$ cat src/sfc_pkg.sv
// Constants shared by the flash command block and its protection map.
// Assumes a single mclk domain; serial pins are synchronised inside sfc_core.
`default_nettype none
package sfc_pkg;
  // ==========================================
  // Opcodes
  localparam logic [7:0] OPC_RD_STATUS = 8'h05;
  localparam logic [7:0] OPC_WR_ENABLE = 8'h06;
  localparam logic [7:0] OPC_WR_DISABLE = 8'h04;
  localparam logic [7:0] OPC_WR_STATUS = 8'h01;
  localparam logic [7:0] OPC_RD_SETUP = 8'hB5;
  localparam logic [7:0] OPC_WR_SETUP = 8'hB1;
  localparam logic [7:0] OPC_WR_BYTES = 8'h02;
  localparam logic [7:0] OPC_WR_DUAL = 8'hD2;
  localparam logic [7:0] OPC_WR_QUAD = 8'h12;
  localparam logic [7:0] OPC_ERASE_BULK = 8'hC7;
  localparam logic [7:0] OPC_ERASE_SECTOR = 8'hD8;
  // ==========================================
  // Status register fields
  localparam int ST_WIP = 0;
  localparam int ST_WEL = 1;
  localparam int ST_BP_LO = 2;
  localparam int ST_BP_HI = 4;
  localparam int ST_FROM_BOTTOM = 5;
  localparam logic [3:0] ST_PROT_RST = 4'h0;
  // ==========================================
  // Setup word fields and defaults
  localparam int CFG_DUMMY_HI = 15;
  localparam int CFG_DUMMY_LO = 12;
  localparam int CFG_ADDR_SEL = 0;
  localparam logic [15:0] CFG_RST = 16'hFFFF;
  localparam logic [3:0] DUMMY_ZERO = 4'h0;
  localparam logic [3:0] DUMMY_ONES = 4'hF;
  localparam logic [3:0] DUMMY_DEF_FAST = 4'h8;
  localparam logic [3:0] DUMMY_DEF_QUAD = 4'hA;
  // ==========================================
  // Array geometry
  localparam int SECTOR_HI = 20;
  localparam int SECTOR_LO = 16;
  localparam logic [5:0] SECTOR_COUNT = 6'h20;
  localparam logic [2:0] BP_ALL_MIN = 3'h6;
  typedef enum {
    SFC_OPCODE, SFC_ADDR, SFC_WDATA, SFC_RDOUT, SFC_SKIP
  } sfc_state_e;
endpackage
`default_nettype wire

$ cat src/sfc_map_if.sv
// Carrier between the command core and the protection/dummy map.
// Assumes both ends sit in the mclk domain; contents are combinational.
`default_nettype none
interface sfc_map_if;
  logic [2:0] protect_size;
  logic protect_from_bottom;
  logic [4:0] sector;
  logic [3:0] dummy_code;
  logic is_protected;
  logic [3:0] dummy_fast;
  logic [3:0] dummy_quad;
  modport core (output protect_size, protect_from_bottom, sector, dummy_code,
    input is_protected, dummy_fast, dummy_quad);
  modport map (input protect_size, protect_from_bottom, sector, dummy_code,
    output is_protected, dummy_fast, dummy_quad);
endinterface
`default_nettype wire

$ cat src/sfc_core.sv
// Command side of a serial flash: setup word, status, write latch, protection.
// Assumes serial pins are asynchronous to mclk and much slower than it.
`default_nettype none
// What this block does
// Setup word bits 15:12 values 1..14 give that many dummy clocks.
// Field 0000 or 1111 gives ten quad, eight dual and standard.
// Setup bit 0 picks address width at power-up; one is 3-byte.
// Host writes ones into setup bits 11:5 and 3:1.
// Host sends write enable, write-setup command, then sixteen bits.
// Host value pattern is 1110 111y xxxx 1111.
// Setup word travels low byte first, then high byte.
// External programmer chooses dummy count and width for its scheme.
// Setup read shifts sixteen bits, then zeros.
// Raising chip select ends a setup read at any time.
// Write disable clears the write enable latch.
// Latch clears at power-up and on completed writes and erases; setup writes leave it set.
// Read status returns status register serially.
// Write-in-progress reads one while program or erase runs.
// Program or erase rejected while the latch is zero.
// Host sets the latch before each write or erase.
// Top/bottom bit zero protects high sectors, one low sectors.
// Bulk erase runs only with all protect bits zero.
// Writes and sector erases into protected sectors are refused.
// Top map: 1 sector, 2, 4, 8, 16, then all.
// Bottom map: sector 0, 0-1, 0-3, 0-7, 0-15, then all.
// Bits travel MSB first; opcodes 05, 04 and B1.
// Write commands not ending on a byte boundary are discarded.
module sfc_core (
  // Clock and reset
  input wire logic mclk,
  input wire logic reset,
  // Serial link
  input wire logic serial_clock_pin,
  input wire logic chip_select_n,
  input wire logic serial_line_zero,
  output logic serial_line_one_o,
  output logic serial_line_one_oe,
  // Memory core handshake
  output logic op_start_r,
  output logic [7:0] op_code_r,
  output logic [31:0] op_addr_r,
  input wire logic op_done,
  // Setup and status view
  output logic addr_four_byte_r,
  output logic [3:0] dummy_fast_r,
  output logic [3:0] dummy_quad_r,
  output logic [7:0] status_r
);
  // ==========================================
  // Pin synchronisers
  logic [2:0] sclk_r;
  logic [2:0] cs_r;
  logic [1:0] din_r;
  always_ff @(posedge mclk or posedge reset) begin
    if (reset) begin
      sclk_r <= 3'h0;
      cs_r <= 3'h7;
      din_r <= 2'h0;
    end else begin
      sclk_r <= {sclk_r[1:0], serial_clock_pin};
      cs_r <= {cs_r[1:0], chip_select_n};
      din_r <= {din_r[0], serial_line_zero};
    end
  end
  wire logic sclk_rise;
  wire logic sclk_fall;
  wire logic sel;
  wire logic cs_end;
  wire logic din;
  assign sel = ~cs_r[1];
  assign sclk_rise = sel & sclk_r[1] & ~sclk_r[2];
  assign sclk_fall = sel & ~sclk_r[1] & sclk_r[2];
  assign cs_end = cs_r[1] & ~cs_r[2];
  assign din = din_r[1];
  // ==========================================
  // Registers
  sfc_pkg::sfc_state_e state_r, state_nxt;
  logic [2:0] bit_cnt_r;
  logic [7:0] shift_r;
  logic [7:0] opc_r;
  logic [31:0] addr_r;
  logic [2:0] addr_cnt_r;
  logic [1:0] data_cnt_r;
  logic [15:0] cfg_r;
  logic [15:0] cfg_new_r;
  logic [3:0] prot_new_r;
  logic [3:0] prot_r;
  logic wel_r;
  logic wip_r;
  logic init_done_r;
  logic [15:0] out_sh_r;
  logic out_rotate_r;
  // ==========================================
  // Map instance
  sfc_map_if mif ();
  sfc_map u_map (.m(mif.map));
  assign mif.protect_size = prot_r[2:0];
  assign mif.protect_from_bottom = prot_r[3];
  assign mif.sector = addr_r[sfc_pkg::SECTOR_HI:sfc_pkg::SECTOR_LO];
  assign mif.dummy_code = cfg_r[sfc_pkg::CFG_DUMMY_HI:sfc_pkg::CFG_DUMMY_LO];
  // ==========================================
  // Decode
  wire logic [7:0] byte_in;
  wire logic byte_done;
  wire logic [2:0] addr_bytes;
  wire logic opc_prog;
  wire logic opc_erase_sec;
  wire logic addr_last;
  wire logic whole_bytes;
  wire logic may_write;
  wire logic [7:0] status_now;
  assign byte_in = {shift_r[6:0], din};
  assign byte_done = sclk_rise && (bit_cnt_r == 3'h7);
  assign addr_bytes = addr_four_byte_r ? 3'h4 : 3'h3;
  assign addr_last = (addr_cnt_r == addr_bytes - 3'h1);
  assign opc_prog = (opc_r == sfc_pkg::OPC_WR_BYTES) || (opc_r == sfc_pkg::OPC_WR_DUAL) ||
    (opc_r == sfc_pkg::OPC_WR_QUAD);
  assign opc_erase_sec = (opc_r == sfc_pkg::OPC_ERASE_SECTOR);
  assign whole_bytes = (bit_cnt_r == 3'h0);
  assign may_write = wel_r & ~wip_r & whole_bytes;
  assign status_now = {2'h0, prot_r, wel_r, wip_r};
  always_comb begin
    state_nxt = state_r;
    if (byte_done) begin
      case (state_r)
        sfc_pkg::SFC_OPCODE: begin
          case (byte_in)
            sfc_pkg::OPC_RD_STATUS, sfc_pkg::OPC_RD_SETUP: state_nxt = sfc_pkg::SFC_RDOUT;
            sfc_pkg::OPC_WR_STATUS, sfc_pkg::OPC_WR_SETUP: state_nxt = sfc_pkg::SFC_WDATA;
            sfc_pkg::OPC_WR_BYTES, sfc_pkg::OPC_WR_DUAL, sfc_pkg::OPC_WR_QUAD,
            sfc_pkg::OPC_ERASE_SECTOR: state_nxt = sfc_pkg::SFC_ADDR;
            default: state_nxt = sfc_pkg::SFC_SKIP;
          endcase
        end
        sfc_pkg::SFC_ADDR: begin
          if (addr_last) begin
            state_nxt = opc_prog ? sfc_pkg::SFC_WDATA : sfc_pkg::SFC_SKIP;
          end
        end
        default: state_nxt = state_r;
      endcase
    end
  end
  // ==========================================
  // Command commit at chip select release
  wire logic commit_wel_set;
  wire logic commit_wel_clr;
  wire logic commit_status;
  wire logic commit_setup;
  wire logic commit_op;
  wire logic op_allowed;
  assign commit_wel_set = cs_end && (opc_r == sfc_pkg::OPC_WR_ENABLE) &&
    (state_r == sfc_pkg::SFC_SKIP) && ~wip_r && whole_bytes;
  assign commit_wel_clr = cs_end && (opc_r == sfc_pkg::OPC_WR_DISABLE) &&
    (state_r == sfc_pkg::SFC_SKIP) && ~wip_r && whole_bytes;
  assign commit_status = cs_end && may_write && (opc_r == sfc_pkg::OPC_WR_STATUS) &&
    (state_r == sfc_pkg::SFC_WDATA) && (data_cnt_r != 2'h0);
  assign commit_setup = cs_end && may_write && (opc_r == sfc_pkg::OPC_WR_SETUP) &&
    (state_r == sfc_pkg::SFC_WDATA) && (data_cnt_r == 2'h2);
  assign op_allowed = (opc_prog && (state_r == sfc_pkg::SFC_WDATA) &&
      (data_cnt_r != 2'h0) && ~mif.is_protected) ||
    (opc_erase_sec && (state_r == sfc_pkg::SFC_SKIP) && ~mif.is_protected) ||
    ((opc_r == sfc_pkg::OPC_ERASE_BULK) && (state_r == sfc_pkg::SFC_SKIP) &&
      (prot_r[2:0] == 3'h0));
  assign commit_op = cs_end && may_write && op_allowed;
  // ==========================================
  // Link state
  always_ff @(posedge mclk or posedge reset) begin
    if (reset) begin
      state_r <= sfc_pkg::SFC_OPCODE;
      bit_cnt_r <= 3'h0;
      shift_r <= 8'h00;
      opc_r <= 8'h00;
      addr_r <= 32'h0000_0000;
      addr_cnt_r <= 3'h0;
      data_cnt_r <= 2'h0;
      cfg_new_r <= sfc_pkg::CFG_RST;
      prot_new_r <= sfc_pkg::ST_PROT_RST;
    end else if (!sel) begin
      state_r <= sfc_pkg::SFC_OPCODE;
      bit_cnt_r <= 3'h0;
      addr_cnt_r <= 3'h0;
      data_cnt_r <= 2'h0;
    end else if (sclk_rise) begin
      state_r <= state_nxt;
      bit_cnt_r <= bit_cnt_r + 3'h1;
      shift_r <= byte_in;
      if (byte_done && state_r == sfc_pkg::SFC_OPCODE) begin
        opc_r <= byte_in;
      end
      if (byte_done && state_r == sfc_pkg::SFC_ADDR) begin
        addr_r <= {addr_r[23:0], byte_in};
        addr_cnt_r <= addr_cnt_r + 3'h1;
      end
      if (byte_done && state_r == sfc_pkg::SFC_WDATA) begin
        if (data_cnt_r != 2'h3) begin
          data_cnt_r <= data_cnt_r + 2'h1;
        end
        if (data_cnt_r == 2'h0) begin
          cfg_new_r[7:0] <= byte_in;
          prot_new_r <= byte_in[sfc_pkg::ST_FROM_BOTTOM:sfc_pkg::ST_BP_LO];
        end
        if (data_cnt_r == 2'h1) begin
          cfg_new_r[15:8] <= byte_in;
        end
      end
    end
  end
  // ==========================================
  // Status, setup word and memory handshake
  always_ff @(posedge mclk or posedge reset) begin
    if (reset) begin
      wel_r <= 1'b0;
      wip_r <= 1'b0;
      prot_r <= sfc_pkg::ST_PROT_RST;
      cfg_r <= sfc_pkg::CFG_RST;
      op_start_r <= 1'b0;
      op_code_r <= 8'h00;
      op_addr_r <= 32'h0000_0000;
    end else begin
      op_start_r <= commit_op;
      if (commit_op) begin
        wip_r <= 1'b1;
        op_code_r <= opc_r;
        op_addr_r <= addr_four_byte_r ? addr_r : {8'h00, addr_r[23:0]};
      end else if (op_done) begin
        wip_r <= 1'b0;
      end
      if (commit_wel_set) begin
        wel_r <= 1'b1;
      end else if (commit_wel_clr || commit_status || (op_done && wip_r)) begin
        wel_r <= 1'b0;
      end
      if (commit_status) begin
        prot_r <= prot_new_r;
      end
      if (commit_setup) begin
        cfg_r <= cfg_new_r;
      end
    end
  end
  // ==========================================
  // Views of setup word and status
  always_ff @(posedge mclk or posedge reset) begin
    if (reset) begin
      init_done_r <= 1'b0;
      addr_four_byte_r <= 1'b0;
      dummy_fast_r <= sfc_pkg::DUMMY_DEF_FAST;
      dummy_quad_r <= sfc_pkg::DUMMY_DEF_QUAD;
      status_r <= 8'h00;
    end else begin
      init_done_r <= 1'b1;
      if (!init_done_r) begin
        addr_four_byte_r <= ~cfg_r[sfc_pkg::CFG_ADDR_SEL];
      end
      dummy_fast_r <= mif.dummy_fast;
      dummy_quad_r <= mif.dummy_quad;
      status_r <= status_now;
    end
  end
  // ==========================================
  // Serial output
  wire logic load_out;
  assign load_out = byte_done && (state_r == sfc_pkg::SFC_OPCODE);
  always_ff @(posedge mclk or posedge reset) begin
    if (reset) begin
      out_sh_r <= 16'h0000;
      out_rotate_r <= 1'b0;
      serial_line_one_o <= 1'b0;
      serial_line_one_oe <= 1'b0;
    end else begin
      serial_line_one_oe <= sel && (state_r == sfc_pkg::SFC_RDOUT);
      if (!sel) begin
        serial_line_one_o <= 1'b0;
      end else if (load_out) begin
        out_rotate_r <= (byte_in == sfc_pkg::OPC_RD_STATUS);
        out_sh_r <= (byte_in == sfc_pkg::OPC_RD_STATUS) ? {status_now, status_now} :
          {cfg_r[7:0], cfg_r[15:8]};
      end else if (sclk_fall && state_r == sfc_pkg::SFC_RDOUT) begin
        serial_line_one_o <= out_sh_r[15];
        out_sh_r <= {out_sh_r[14:0], out_rotate_r & out_sh_r[15]};
      end
    end
  end
endmodule
`default_nettype wire

$ cat src/sfc_map.sv
// Block-protection map for the 32-sector array and dummy-count decode.
// Assumes inputs stable within the mclk domain; purely combinational.
`default_nettype none
module sfc_map (
  // Carrier
  sfc_map_if.map m
);
  // ==========================================
  // Protected region size
  wire logic [5:0] prot_len;
  wire logic [5:0] sector_w;
  wire logic dummy_default;
  assign prot_len = (m.protect_size == 3'h0) ? 6'h00 :
    (m.protect_size >= sfc_pkg::BP_ALL_MIN) ? sfc_pkg::SECTOR_COUNT :
    6'(6'h01 << (m.protect_size - 3'h1));
  assign sector_w = {1'b0, m.sector};
  assign m.is_protected = m.protect_from_bottom ? (sector_w < prot_len) :
    (sector_w >= 6'(sfc_pkg::SECTOR_COUNT - prot_len));
  // ==========================================
  // Dummy cycles
  assign dummy_default = (m.dummy_code == sfc_pkg::DUMMY_ZERO) ||
    (m.dummy_code == sfc_pkg::DUMMY_ONES);
  assign m.dummy_fast = dummy_default ? sfc_pkg::DUMMY_DEF_FAST : m.dummy_code;
  assign m.dummy_quad = dummy_default ? sfc_pkg::DUMMY_DEF_QUAD : m.dummy_code;
endmodule
`default_nettype wire

$ cat config.mk
export PLATFORM = sky130hd
export DESIGN_NAME = sfc_core
export DESIGN_NICKNAME = d
export VERILOG_FILES = /design/src/sfc_pkg.sv /design/src/sfc_map_if.sv /design/src/sfc_core.sv /design/src/sfc_map.sv
export SDC_FILE = /design/constraint.sdc
export NUM_CORES = 1
export LEC_CHECK = 0
export BUFFER_PORTS_ARGS = -buffer_cell sky130_fd_sc_hd__buf_4
export CAP_MARGIN = 20
export CORE_ASPECT_RATIO = 0.9
export CORE_MARGIN = 2
export CORE_UTILIZATION = 30
export DETAILED_ROUTE_END_ITERATION = 7
export PLACE_DENSITY = 0.46
export SETUP_SLACK_MARGIN = 0.2
export SYNTH_ARGS = -nofsm -noshare
export SYNTH_HDL_FRONTEND = slang
export SYNTH_SLANG_ARGS = --single-unit
$ cat constraint.sdc
create_clock -name mclk -period 15.78 [get_ports mclk]
set_input_delay 2.367 -clock mclk [delete_from_list [all_inputs] [get_ports mclk]]
set_output_delay 2.367 -clock mclk [all_outputs]
set_load 0.01 [all_outputs]
==> results_dict.tcl, run 1 <==
set metrics [dict create \
    status "complete, no violations" \
    clk_path_buf_depth 2 \
    min_path_type "register to register" \
    vias_per_cell 4.61 \
    ant_nets 0 \
    synthTopCellsByArea "dfrtp_1 46%, dfstp_2 12%, mux2_2 10%" \
    grt.overflow.total 0 \
    syn_area_per_cell_um2 13.0 \
    totalPowerFinal_uw 977 \
    fin_nets 692 \
    clkTransAtPathRegs_ns 0.08 \
    synth-async-reset-ratio 1.00 \
    ys.flop_type "dfrtp_1" \
    gp_congestion 0.791 \
    vias 4726 \
    period_needed_ns 4.06 \
    fmax_mhz 247 \
    root_buffer "clkbuf_16" \
    firstDrtPassIters 4 \
    wl_per_cell_um 16.6 \
    worstMarginPinSlew_ns 0.896 \
    period_share 0.257 \
    port_buffers 63 \
    maxSlewViolCount 0 \
    stdcell_area_um2 9290 \
    dpl_cell_area_um2 8670 \
    rsz0062_at_grt "no" \
    finalClockSkew_ns 0.0149 \
    grt_first_pass_wirelength_um 27900 \
    worstSetupPathType "register to register" \
    endpoint_kind "register" \
    area_growth_pct 17.5 \
    p_leak_nw 4.43 \
    yosysUniqueCellTypes 61 \
    drtIter0Drc 241 \
    required_ns 16.10 \
    drc 0 \
    cts_hold_buf 0 \
    row_count 56 \
    synth_top_cell_by_area "dfrtp_1" \
    cts_setup_buffers 0 \
    cts_resized 0 \
    wl_um 17000 \
    cts_tree "built" \
    numClockSinks 181 \
    synthesis.area_um2 7910 \
    die_w_um 175 \
    start_util 0.304 \
    synth_cells 607 \
    synth_seq_area_share 0.579 \
    grt_max_degree 71 \
    setup_viol 0 \
    gr-usage-all-layers 0.131 \
    synth_edf_count 0 \
    yosysWarningCount 0 \
    dpl.hpwl_um 11500 \
    crit_fanout 42 \
    drv_cap 0 \
    grt_pass1_vias 4851 \
    io_pins 66 \
    ir_drop_v 0.0000662 \
    hold_viol 0 \
    slew_headroom 0.401 \
    die_h_um 158 \
    ctsHtreeMaxLevel 4 \
    worstSkewPairLatency_ns 0.43 \
    cp.arrival_ns 4.38 \
    start_kind "register" \
    die_area_um2 27700 \
    finalSetupTns_ns 0 \
    synth_top_area_frac 0.456 \
    antenna_found_initial 0 \
    layout-drive-gt1-share 0.368 \
    ys_ff_latch 181 \
    design.core.area_um2 26000 \
    cts_inserted_buffers 17 \
    power_density_nw_per_um2 105 \
    diodes 0 \
]
[stage by stage]
stage                     utilization  worst slack (ns)  hold slack, ns  instances
after floorplan                     -              8.56           0.331        608
after global routing            0.357             11.47           0.361       1025
after CTS                       0.357             11.68           0.358       1025
after global placement          0.333             11.90           0.339        991
after detailed placement        0.333             11.70           0.345        993
final                           0.357             11.72           0.358       1025
[power by group]
| part | switching [mW] | internal [mW] |
|---|---|---|
| combinational | 0.0172 | 0.0128 |
| clock | 0.210 | 0.231 |
| sequential | 0.0324 | 0.473 |
| total | 0.260 | 0.717 |
[critical path, stage by stage (launching register included)]
cell and delay (ns):
dfrtp_1 0.57, nor2_1 0.09, ha_1 0.35, nor4b_4 0.30, nand2_1 0.12, ha_1 0.30, inv_1 0.04, ha_1 0.18
or3b_1 0.35, o2111ai_1 0.10, a211oi_1 0.11, a221oi_2 0.24, o21a_2 0.14, buf_4 0.59, mux2_2 0.41
[kinds of logic (layout without fill, tap and decap cells)]
group,after synthesis,in the layout,synth area share
flops,181,181,0.579
mux,124,124,0.188
xor+xnor,7,7,0.00870
fa+ha+maj,22,22,0.0348
buf+inv,56,125,0.0386
other cells,2,3,0.000950
simple gates,154,154,0.0986
compound gates,61,61,0.0517
[worst paths after layout]
kind / start / end / slack, ns / cells past startpoint
max in group asynchronous: reset / op_addr_r[28]$_DFFE_PP0P_ / 12.57 / 3
min: cs_r[0]$_DFF_PP1_ / cs_r[1]$_DFF_PP1_ / 0.36 / 0
max reg2reg: prot_r[1]$_DFFE_PP0P_ / op_code_r[7]$_DFFE_PP0P_ / 11.72 / 14
min reg2reg: cs_r[0]$_DFF_PP1_ / cs_r[1]$_DFF_PP1_ / 0.36 / 0
min in group asynchronous: reset / serial_line_one_oe$_DFF_PP0_ / 1.95 / 2
max: prot_r[1]$_DFFE_PP0P_ / op_code_r[7]$_DFFE_PP0P_ / 11.72 / 14
[flip-flops by register name (all words and copies together), names as in the netlist, 2 cells and up]
name / cells
cfg_r: 16
prot_new_r: 4
opc_r: 8
data_cnt_r: 2
dummy_quad_r: 3
addr_r: 32
op_addr_r: 32
dummy_fast_r: 2
sclk_r: 3
cfg_new_r: 16
state_r: 3
bit_cnt_r: 3
prot_r: 4
din_r: 2
out_sh_r: 16
cs_r: 3
status_r: 6
op_code_r: 8
addr_cnt_r: 3
shift_r: 7
[area by class of cell]
type,count,area [µm²]
multi-input combinational,371,3030
fill,2487,16700
clock buffer,17,425
timing repair buffer,70,533
tap,348,435
clock inverter,15,200
sequential,181,4580
inverter,23,91.3
[per-layer routing]
layer | up-vias | global-route usage | part of all wire
li1 | 2221 | - | -
met1 | 2422 | 0.186 | 0.51
met2 | 66 | 0.197 | 0.44
met3 | 17 | 0.0291 | 0.033
met4 | 0 | 0.0425 | 0.015
met5 | - | 0 | 0
[cells in the mapped netlist (8+ instances only)]
cell type	count
dfrtp_1	144
mux2_2	70
nand2_1	65
dfstp_2	37
nor2_1	33
mux2_4	29
inv_1	23
ha_1	22
o21ai_0	20
clkbuf_1	17
mux2i_1	15
mux2_1	10
a21oi_1	9
nand3_1	8
[cell usage in the layout, fill, tap and decap left out, types with 17 or more instances in the layout]
cell type | Yosys | routed
buf_4 | 7 | 68
clkbuf_16 | 0 | 17
dfrtp_1 | 144 | 144
dfstp_2 | 37 | 37
ha_1 | 22 | 22
inv_1 | 23 | 22
mux2_2 | 70 | 70
mux2_4 | 29 | 29
nand2_1 | 65 | 65
nor2_1 | 33 | 33
o21ai_0 | 20 | 20
Note: power is estimated with default switching activity, not from simulation.
==> run 2: changes to the inputs <==
==> constraint.sdc (replaced) <==
create_clock -name mclk -period 4.3 [get_ports mclk]
set_input_delay 0.645 -clock mclk [delete_from_list [all_inputs] [get_ports mclk]]
set_output_delay 0.645 -clock mclk [all_outputs]
set_load 0.01 [all_outputs]
==> run 2 against run 1 <==
Net effect: first-iteration DRC count grew 17%; critical path depth unchanged; total power grew to 3.7 times the previous value; sequential power grew to 3.7 times the previous value; largest power group unchanged; die area did not move; largest cell class unchanged.
==> results_dict.tcl, run 2 (synthesized netlist as in run 1, its figures left out) <==
set metrics [dict create \
    status "complete, no violations" \
    grt_first_pass_wirelength_um 28500 \
    firstDrtPassIters 6 \
    crit_buf_inv 2 \
    finalClockSkew_ns 0.0156 \
    min_path_type "input port to register" \
    wl_met3_um 570 \
    grt.overflow.total 0 \
    root_buffer "clkbuf_16" \
    p_sw_frac 0.255 \
    crit_fanout 23 \
    cts_tree "built" \
    hold_viol 0 \
    most-common-layout-cells "143 x dfrtp_1, 70 x mux2_2, 67 x buf_4" \
    ctsHtreeMaxLevel 4 \
    drv_cap 0 \
    grt_max_degree 182 \
    fin_nets 692 \
    gp_congestion 0.762 \
    vias_per_cell 4.64 \
    antenna_found_initial 0 \
    rr_startpoint "prot_r[0]$_DFFE_PP0P_" \
    wl_um 17100 \
    row_count 56 \
    rsz0062_at_grt "no" \
    drc 0 \
    worstMarginPinSlew_ns 0.970 \
    fin_util 0.358 \
    cts_hold_buf 0 \
    holdPathEnd "din_r[0]$_DFF_PP0_" \
    hold_depth 1 \
    p_seq_frac 0.518 \
    startpoint "prot_r[0]$_DFFE_PP0P_" \
    p_leak_nw 4.43 \
    maxSlewViolCount 0 \
    intPower_mw 2.67 \
    final_cells 1025 \
    dpl.hpwl_um 11300 \
    ir_drop_v 0.000191 \
    vias 4751 \
    combPwrFrac 0.031 \
    finalSetupTns_ns 0 \
    start_util 0.304 \
    grt_pass1_vias 4945 \
    ant_nets 0 \
    cp_cell_sequence "nor2_1 -> ha_1 -> nor4b_4 -> nand2_1 -> ha_1 -> inv_1 -> ha_1 -> or3b_1 -> o2111ai_1 -> a211oi_1 -> a221oi_2 -> o21a_2 -> buf_12 -> mux2_4" \
    stdcell_area_um2 9310 \
    routed-wl-met2_um 8040 \
    design.core.area_um2 26000 \
    cts_setup_buffers 0 \
    period_share 0.883 \
    r2r_slack_ns 0.50 \
    reg2reg_depth 14 \
    die_w_um 175 \
    wl_met1_um 8360 \
    cp.arrival_ns 4.11 \
    slew_headroom 0.353 \
    cts_resized 0 \
    final_common_cell "dfrtp_1" \
    cpMostUsedCell "ha_1" \
    io_pins 66 \
    required_ns 4.62 \
    drtIter0Drc 281 \
    biggestRegsByFlops "addr_r: 32 flops, op_addr_r: 32 flops" \
    timing.rr.end "op_addr_r[1]$_DFFE_PP0P_" \
    power_density_nw_per_um2 385 \
    critical_path.top_delay_family "simple AND/OR/NAND/NOR gates" \
    die_area_um2 27700 \
    post-place-cells 993 \
    numClockSinks 181 \
    crit_slowest_cell "dfrtp_1" \
    p_sw_uw 912 \
    diodes 0 \
    wl_per_cell_um 16.7 \
    clkTransAtPathRegs_ns 0.07 \
    hold_start "serial_line_zero" \
    fmax_mhz 263 \
    worstSkewPairLatency_ns 0.44 \
    cts_inserted_buffers 17 \
    start_kind "register" \
    worst_slack_ns 0.502 \
    period_needed_ns 3.80 \
    setup_viol 0 \
    die_h_um 158 \
    clk_path_buf_depth 2 \
    critPathMaxStageDelay_ns 0.52 \
    port_buffers 63 \
    area_growth_pct 17.8 \
    routed.top_layer "met4" \
    dpl_cell_area_um2 8700 \
    worstSetupPathType "register to register" \
    gr-usage-all-layers 0.134 \
    layout-drive-gt1-share 0.368 \
    endpoint_kind "register" \
    clock_power_share 0.451 \
    post-place-ws_ns 0.482 \
]
## run 2: cell types whose count changed in the layout (fill, tap and decap cells not counted), sizes merged
cell      change
clkinvlp      +1
clkinv        -1
clkbuf        +1
inv           -2
bufinv        +1
## run 2: through the flow
| step | hold slack (ns) | power [mW] |
|---|---|---|
| 2_1_floorplan | 0.331 | 1.92 |
| 3_3_place_gp | 0.336 | 2.00 |
| 3_5_place_dp | 0.339 | 2.01 |
| 4_1_cts | 0.296 | 3.64 |
| 5_1_grt | 0.292 | 3.75 |
| 6_report | 0.318 | 3.58 |
## run 2: power groups by stage
stage	combinational (mW)	clock (mW)	sequential [mW]
after floorplan	0.140	0	1.78
after global placement	0.110	0	1.89
after detailed placement	0.114	0	1.89
after CTS	0.114	1.67	1.86
after global routing	0.130	1.75	1.87
final	0.111	1.62	1.86
## run 2: worst max path at each step
stage	endpoint	slack, ns	depth (start not counted)
final	op_addr_r[1]$_DFFE_PP0P_	0.50	14
after global routing	op_addr_r[1]$_DFFE_PP0P_	0.23	14
after CTS	op_addr_r[6]$_DFFE_PP0P_	0.45	14
after detailed placement	op_addr_r[15]$_DFFE_PP0P_	0.48	14
after global placement	op_addr_r[5]$_DFFE_PP0P_	0.62	14
after floorplan	op_addr_r[10]$_DFFE_PP0P_	0.98	15
## run 2: area by class of cell
class / count / area [µm²]
clock buffer: 18 / 429
clock inverter: 14 / 188
fill: 2534 / 16700
inverter: 23 / 90.1
multi-input combinational: 371 / 3030
sequential: 181 / 4580
tap: 348 / 435
timing repair buffer: 70 / 563
## run 2: routing by layer
metal	vias to the layer above	track usage
li1	2225	-
met1	2440	0.186
met2	76	0.209
met3	10	0.0281
met4	0	0.0405
met5	-	0
